<file path="config.mk">
export PLATFORM = sky130hd
export DESIGN_NAME = iprx_receiver
export DESIGN_NICKNAME = d
export VERILOG_FILES = /design/src/rtl/iprx_pkg.sv /design/src/rtl/iprx_pulse_stretch.sv /design/src/rtl/iprx_receiver.sv
export SDC_FILE = /design/constraint.sdc
export NUM_CORES = 1
export LEC_CHECK = 0
export BUFFER_PORTS_ARGS = -buffer_cell sky130_fd_sc_hd__buf_4
export CORE_MARGIN = 1
export CORE_UTILIZATION = 37
export DETAILED_ROUTE_END_ITERATION = 12
export PLACE_DENSITY = 0.63
export SYNTH_ARGS = -nofsm -noshare
export SYNTH_HDL_FRONTEND = slang
export SYNTH_SLANG_ARGS = --single-unit
</file>
<file path="constraint.sdc">
create_clock -name clock -period 4.13 [get_ports clock]
set_input_delay 0.413 -clock clock [delete_from_list [all_inputs] [get_ports clock]]
set_output_delay 0.413 -clock clock [all_outputs]
set_load 0.01 [all_outputs]
</file>
<file path="src/rtl/iprx_pkg.sv">
package iprx_pkg;

  localparam int CNT_W = 16;
  localparam int CLK_PERIOD_NS = 8;
  localparam int CLK_HZ = 125_000_000;
  // narrowest legal light pulse from the detector
  localparam int MIN_PULSE_NS = 1670;
  localparam int MIN_PULSE_CYC_I = (MIN_PULSE_NS + CLK_PERIOD_NS - 1) / CLK_PERIOD_NS;
  localparam logic [CNT_W-1:0] MIN_PULSE_CYC = CNT_W'(MIN_PULSE_CYC_I);
  // fastest selectable bit rate and the receiver oversampling ratio
  localparam int MAX_BIT_RATE = 115_200;
  localparam int OVERSAMPLE = 8;
  localparam int RX_DIV_MIN_I = CLK_HZ / (OVERSAMPLE * MAX_BIT_RATE);
  localparam logic [CNT_W-1:0] RX_DIV_MIN = CNT_W'(RX_DIV_MIN_I);
  localparam logic [2:0] START_MID_PHASE = 3'h3;
  localparam logic [2:0] BIT_LAST_PHASE = 3'h7;
  localparam logic [2:0] LAST_DATA_BIT = 3'h7;
  localparam logic [7:0] DATA_RESET = 8'h00;
  localparam logic [CNT_W-1:0] CNT_ZERO = 16'h0000;
  localparam logic [CNT_W-1:0] CNT_ONE = 16'h0001;
  // smallest legal compare value, so the compare-true phase spans at least two counter ticks
  localparam logic [CNT_W-1:0] MIN_COMPARE = 16'h0001;

  typedef enum logic [1:0] {
    IPRX_IDLE = 2'b00,
    IPRX_START = 2'b01,
    IPRX_DATA = 2'b10,
    IPRX_STOP = 2'b11
  } iprx_state_t;

  typedef struct packed {
    logic [CNT_W-1:0] os_div;
    logic [CNT_W-1:0] os_period;
    logic [CNT_W-1:0] os_compare;
    logic [CNT_W-1:0] rx_div;
    logic irq_en;
  } iprx_cfg_t;

  typedef struct packed {
    logic full;
    logic frame_err;
    logic overrun;
  } iprx_status_t;

  // free-running divider, wraps to zero after div+1 clocks
  function automatic logic [CNT_W-1:0] div_next(input logic [CNT_W-1:0] cnt, input logic [CNT_W-1:0] div);
    div_next = (cnt >= div) ? CNT_ZERO : CNT_W'(cnt + CNT_ONE);
  endfunction

endpackage

</file>
<file path="src/rtl/iprx_pulse_stretch.sv">
`timescale 1ns/10ps
module iprx_pulse_stretch (
  input wire logic clock,
  input wire logic reset_n,
  input wire logic det,
  input wire logic [iprx_pkg::CNT_W-1:0] os_div,
  input wire logic [iprx_pkg::CNT_W-1:0] os_period,
  input wire logic [iprx_pkg::CNT_W-1:0] os_compare,
  output logic stretch_out
);

  typedef struct packed {
    logic [iprx_pkg::CNT_W-1:0] div;
    logic [iprx_pkg::CNT_W-1:0] count;
    logic out;
  } iprx_os_state_t;

  iprx_os_state_t s_q, s_d;
  logic enable;
  logic tick;

  always_comb begin
    s_d = s_q;
    // inverted and of detector and own output feeds the enable
    enable = ~(det & s_q.out);
    tick = (s_q.div == iprx_pkg::CNT_ZERO);
    s_d.div = iprx_pkg::div_next(s_q.div, os_div);
    if (tick) begin
      if (!enable) begin
        s_d.count = iprx_pkg::CNT_ZERO;
      end else if (s_q.count == iprx_pkg::CNT_ZERO) begin
        s_d.count = os_period;
      end else begin
        s_d.count = iprx_pkg::CNT_W'(s_q.count - iprx_pkg::CNT_ONE);
      end
    end
    // low until the compare-true tail, no extra output inversion
    s_d.out = (s_d.count <= os_compare);
  end

  always_ff @(posedge clock or negedge reset_n) begin
    if (!reset_n) begin
      s_q <= '{div: 16'h0000, count: 16'h0000, out: 1'b1};
    end else begin
      s_q <= s_d;
    end
  end

  assign stretch_out = s_q.out;
endmodule // iprx_pulse_stretch

</file>
<file path="src/rtl/iprx_receiver.sv">
`timescale 1ns/10ps
// Functional notes
// - frame is one start, eight data, one stop bit, no parity.
// - bit rate selectable by divider, up to 115.2 kbps.
// - serial input idles high; start low, stop high, sampled mid-bit.
// - counter forms retriggerable one-shot widening each pulse to nearly a full bit.
// - detector output and one-shot output are anded into the receiver.
// - anded level is inverted into the counter enable, no output inversion.
// - pulse forces enable; counter then holds itself enabled for a bit.
// - compare-true time shorter than the narrowest pulse.
// - one-shot period slightly shorter than one bit.
// - compare-true phase spans at least two counter clocks.
// - receiver clocked at eight times the bit rate.
// - start bit launches divide-by-eight bit clock centred in each bit.
// - eight following bit clocks sample and shift data in.
// - stop bit sample moves assembled byte into the buffer.
// - buffer load sets full flag and interrupt when enabled.
// - missing stop bit sets the framing error flag.
// - buffer still unread at stop bit sets overrun flag.
// - receiver and companion transmitter are not run together.
module iprx_receiver (
  input wire logic clock,
  input wire logic reset_n,
  input wire logic ir_det_n,
  input wire logic tx_active,
  input wire iprx_pkg::iprx_cfg_t cfg,
  input wire logic buf_read,
  output logic [7:0] rx_data,
  output iprx_pkg::iprx_status_t status,
  output logic rx_irq,
  output logic stretch_level,
  output logic cfg_err
);

  typedef struct packed {
    iprx_pkg::iprx_state_t st;
    logic [iprx_pkg::CNT_W-1:0] div;
    logic [2:0] phase;
    logic [2:0] bits;
    logic [7:0] shift;
    logic [7:0] buffer;
    iprx_pkg::iprx_status_t stat;
    logic irq;
    logic det;
    logic serial;
    logic cfg_bad;
  } iprx_rx_state_t;

  iprx_rx_state_t s_q, s_d;
  logic stretch;
  logic tick;
  logic stop_done;
  logic [iprx_pkg::CNT_W:0] tail_cyc;
  logic [iprx_pkg::CNT_W:0] os_tick_cyc;

  iprx_pulse_stretch u_stretch (
    .clock(clock),
    .reset_n(reset_n),
    .det(s_q.det),
    .os_div(cfg.os_div),
    .os_period(cfg.os_period),
    .os_compare(cfg.os_compare),
    .stretch_out(stretch)
  );

  always_comb begin
    s_d = s_q;
    tick = (s_q.div == iprx_pkg::CNT_ZERO);
    stop_done = 1'b0;
    s_d.det = ir_det_n;
    // quiet while the companion transmitter is active
    s_d.serial = (s_q.det & stretch) | tx_active;
    // one receiver tick per eighth of a bit
    s_d.div = iprx_pkg::div_next(s_q.div, cfg.rx_div);
    if (tick) begin
      unique case (s_q.st)
        iprx_pkg::IPRX_IDLE: begin
          if (!s_q.serial) begin
            s_d.st = iprx_pkg::IPRX_START;
            s_d.phase = 3'h1;
          end
        end
        iprx_pkg::IPRX_START: begin
          if (s_q.phase == iprx_pkg::START_MID_PHASE) begin
            // realign bit clock to the centre of the start bit
            s_d.phase = 3'h0;
            s_d.bits = 3'h0;
            s_d.st = s_q.serial ? iprx_pkg::IPRX_IDLE : iprx_pkg::IPRX_DATA;
          end else begin
            s_d.phase = 3'(s_q.phase + 3'h1);
          end
        end
        iprx_pkg::IPRX_DATA: begin
          s_d.phase = 3'(s_q.phase + 3'h1);
          if (s_q.phase == iprx_pkg::BIT_LAST_PHASE) begin
            s_d.shift = {s_q.serial, s_q.shift[7:1]};
            s_d.bits = 3'(s_q.bits + 3'h1);
            if (s_q.bits == iprx_pkg::LAST_DATA_BIT) begin
              s_d.st = iprx_pkg::IPRX_STOP;
            end
          end
        end
        iprx_pkg::IPRX_STOP: begin
          s_d.phase = 3'(s_q.phase + 3'h1);
          if (s_q.phase == iprx_pkg::BIT_LAST_PHASE) begin
            stop_done = 1'b1;
            s_d.st = iprx_pkg::IPRX_IDLE;
          end
        end
      endcase
    end
    // read clears flags; a completing frame wins over the read
    if (buf_read) begin
      s_d.stat = '{full: 1'b0, frame_err: 1'b0, overrun: 1'b0};
    end
    if (stop_done) begin
      s_d.buffer = s_q.shift;
      s_d.stat.full = 1'b1;
      s_d.stat.frame_err = !s_q.serial;
      s_d.stat.overrun = s_q.stat.full & !buf_read;
    end
    s_d.irq = s_d.stat.full & cfg.irq_en;
    // compare-true tail in clocks: (compare+1) ticks of (os_div+1) clocks
    os_tick_cyc = {1'b0, cfg.os_div} + 17'h0_0001;
    tail_cyc = 17'((({1'b0, cfg.os_compare} + 17'h0_0001) * os_tick_cyc));
    s_d.cfg_bad = (cfg.os_compare < iprx_pkg::MIN_COMPARE)
      || (tail_cyc >= {1'b0, iprx_pkg::MIN_PULSE_CYC})
      || (cfg.os_period <= cfg.os_compare)
      || (cfg.rx_div < iprx_pkg::RX_DIV_MIN);
  end

  always_ff @(posedge clock or negedge reset_n) begin
    if (!reset_n) begin
      s_q <= '{st: iprx_pkg::IPRX_IDLE, div: 16'h0000, phase: 3'h0, bits: 3'h0,
               shift: 8'h00, buffer: 8'h00, stat: 3'h0, irq: 1'b0, det: 1'b1,
               serial: 1'b1, cfg_bad: 1'b0};
    end else begin
      s_q <= s_d;
    end
  end

  assign rx_data = s_q.buffer;
  assign status = s_q.stat;
  assign rx_irq = s_q.irq;
  assign stretch_level = s_q.serial;
  assign cfg_err = s_q.cfg_bad;
endmodule // iprx_receiver

</file>
==> flow_metrics.tcl <==
set metrics [dict create \
    status "complete, but fails checks" \
    violations "setup timing" \
    crit_type "in -> reg" \
    pwr_density_cell_nw_per_um2 718 \
    slew_headroom_pct 26.3 \
    worst_clock_skew_ns 0.00930 \
    clock.fmax_mhz 160 \
    root_buffer "clkbuf_16" \
    drv_cap 0 \
    worst_path_largest_cell_delay_ns 0.53 \
    peakVddDrop_mv 1.03 \
    critical_path_required_ns 4.34 \
    tightestPinTransition_ns 1.10 \
    overflow 0 \
    hold_path.class "in -> async" \
    path_common_cell "fa_1" \
    finalCritPeriodShare_pct 151 \
    cts.path.max_buffers 2 \
    pin_count 84 \
    ant_nets 0 \
    post-route-util_pct 48.0 \
    grt_pass1_vias 9352 \
    hold_viol_final 0 \
    finalSetupViolCount 1 \
    design_area_sq_um 13700 \
    totalWireLength_um 28700 \
    cp_slowest_cell "fa_1" \
    finalPower_mw 9.86 \
    ys_seq_elements 80 \
    worstPathArrival_ns 6.45 \
    whs_ns 0.0702 \
    yosysSeqAreaShare_pct 18.7 \
    antenna_found_initial 0 \
    dpl_cell_area_sq_um 13200 \
    min_period_ns 6.24 \
    syn_to_final_growth_pct 28.0 \
    dieHeight_um 172 \
    cts_tree "built" \
    htree_levels 3 \
    startpoint_type "input port" \
    gp_congestion 0.916 \
    io_buffers 83 \
    clock-sinks 80 \
    syn_nets 1584 \
    synthFlopType "dfrtp_1" \
    rsz0062_at_grt "yes" \
    grt_pass1_wl_um 47000 \
    die_w_um 172 \
    clk_pin_slew_worst_paths_ns 0.07 \
    num-nets-final 1823 \
    first_pass_iters 6 \
    avgSynthCellArea_sq_um 8.33 \
    synth_cell_type_count 65 \
    vias 9457 \
    dieArea_sq_um 29700 \
    endpoint_kind "flop" \
    cts_buffers 9 \
    fin_ws_ns -2.11 \
    drive_gt1_share_pct 23.3 \
    coreArea_sq_um 28600 \
    dp.final_hpwl_um 24400 \
    track_usage_pct 20.2 \
    clock_latency_ns 0.34 \
    synth_enable_flop_cells 0 \
    finalSetupTns_ns -2.11 \
    path_max_fanout 5 \
    routed_via_density 4.94 \
    drc 0 \
    syn_inst 1289 \
    fp-row-count 62 \
    wire_per_inst_um 15.0 \
    yosys_warnings 0 \
    grt_start_max_net_pins 45 \
    slew_viol_final 0 \
    reg2regPathDepth 17 \
    synth-async-reset-ratio_pct 100 \
    syn-cell-area_sq_um 10700 \
    diodes 0 \
    drtIter0Drc 483 \
    p_leak_nw 7.10 \
    initial_core_util_pct 37.5 \
]
## metal layers
metal,GRT usage (%),wire length [um],up-vias
met2,33.9,13800,200
met5,0,0,-
li1,-,-,4647
met3,3.32,1320,24
met1,27.5,13200,4586
met4,3.62,369,0
## cell families (layout without fill, tap and decap cells)
logic type	count (synthesis)	count (layout)	share of synthesized area (%)
fa+ha+maj	225	225	32.8
flops	80	80	18.7
simple gates	448	448	20.0
compound gates	167	167	9.54
buf+inv	261	504	9.53
mux	11	11	1.23
xor+xnor	97	97	8.24
## state kept, by name, summed over array words and instances (netlist names), named ones only
register and flops:
stretch_level 1, s_q 32, rx_data 8, u_stretch.s_q 32, rx_irq 1, status 3, cfg_err 1, u_stretch.stretch_out 1
## synth_stat cells (all sizes together), types with 3 or more instances
| master | number | area share [%] |
|---|---|---|
| inv | 224 | 7.8 |
| nor2 | 133 | 4.7 |
| ha | 131 | 15 |
| nand2 | 127 | 4.5 |
| fa | 94 | 18 |
| dfrtp | 77 | 18 |
| xnor2 | 70 | 5.7 |
| o21ai | 52 | 2.4 |
| a21oi | 48 | 2.2 |
| nand3 | 35 | 1.6 |
| a21o | 29 | 2.0 |
| xor2 | 25 | 2.1 |
| clkbuf | 23 | 0.80 |
| nand2b | 23 | 1.3 |
| nand4 | 23 | 1.5 |
| nor3 | 20 | 0.93 |
| nor4 | 18 | 1.2 |
| and2 | 16 | 0.93 |
| and3 | 15 | 0.87 |
| buf | 13 | 0.86 |
| nor2b | 13 | 0.76 |
| or2 | 9 | 0.52 |
| mux2 | 8 | 0.84 |
| o21a | 5 | 0.35 |
| o221ai | 4 | 0.33 |
| or3 | 4 | 0.23 |
| a211oi | 3 | 0.21 |
| a31oi | 3 | 0.17 |
| and4 | 3 | 0.24 |
| dfstp | 3 | 0.73 |
| nor4b | 3 | 0.24 |
## layout make-up
| class | instances | area, sq um |
|---|---|---|
| sequential | 80 | 2010 |
| tap | 384 | 480 |
| inverter | 225 | 846 |
| clock buffer | 11 | 243 |
| timing repair buffer | 264 | 2010 |
| fill | 2759 | 14900 |
| clock inverter | 4 | 53.8 |
| multi-input combinational | 948 | 8110 |
## where the power goes
group	switching, mW	internal (mW)	total, mW
clock network	0.327	0.484	0.812
logic	3.90	4.02	7.92
registers	0.198	0.935	1.13
total	4.42	5.44	9.86
## final timing paths
path / slack, ns / to / start
worst max-delay path: -2.11 / cfg_err$_DFF_PN0_ / cfg[20]
worst min-delay path: 0.07 / s_q[35]$_DFF_PN0_ / reset_n
worst max register to register: 0.35 / u_stretch.stretch_out$_DFF_PN1_ / u_stretch.s_q[3]$_DFF_PN0_
worst min register to register: 0.49 / s_q[26]$_DFFE_PN0P_ / s_q[26]$_DFFE_PN0P_
max in group asynchronous: 3.08 / s_q[2]$_DFF_PN1_ / reset_n
min in group clock: 0.19 / s_q[2]$_DFF_PN1_ / ir_det_n
## timing repair
action                                 in CTS  in global routing
hold buffers                                0                  0
pin swaps                                  20                  4
gates resized for setup                    19                  7
setup endpoints to repair                   1                  2
endpoints found under the hold margin       0                  0
setup buffers                              13                  0
## cells in the final DEF, fill, tap and decap left out, types with 47 or more instances in the layout
master / Yosys / layout
dfrtp_1: 77 / 77
a21oi_1: 48 / 48
buf_4: 11 / 260
xnor2_1: 70 / 47
inv_1: 224 / 220
ha_1: 131 / 125
fa_1: 94 / 92
nand2_1: 126 / 123
o21ai_0: 50 / 48
nor2_1: 132 / 130
## critical path: cells and delay by family
kind	cells	cell delay, ns
XOR/XNOR	1	0.22
AO/OA/AOI/OAI	5	0.83
AND/OR/NAND/NOR	7	1.25
buffers and inverters	7	0.56
adder cells (fa/ha/maj)	7	3.18
## per-stage QoR
stage | std cells | setup WS (ns)
final | 1916 | -2.11
after global routing | 1916 | -2.37
after detailed placement | 1888 | -2.65
after global placement | 1888 | -2.53
after floorplan | 1289 | -2.11
after CTS | 1916 | -2.08
Power figures use the tool's default switching activity.
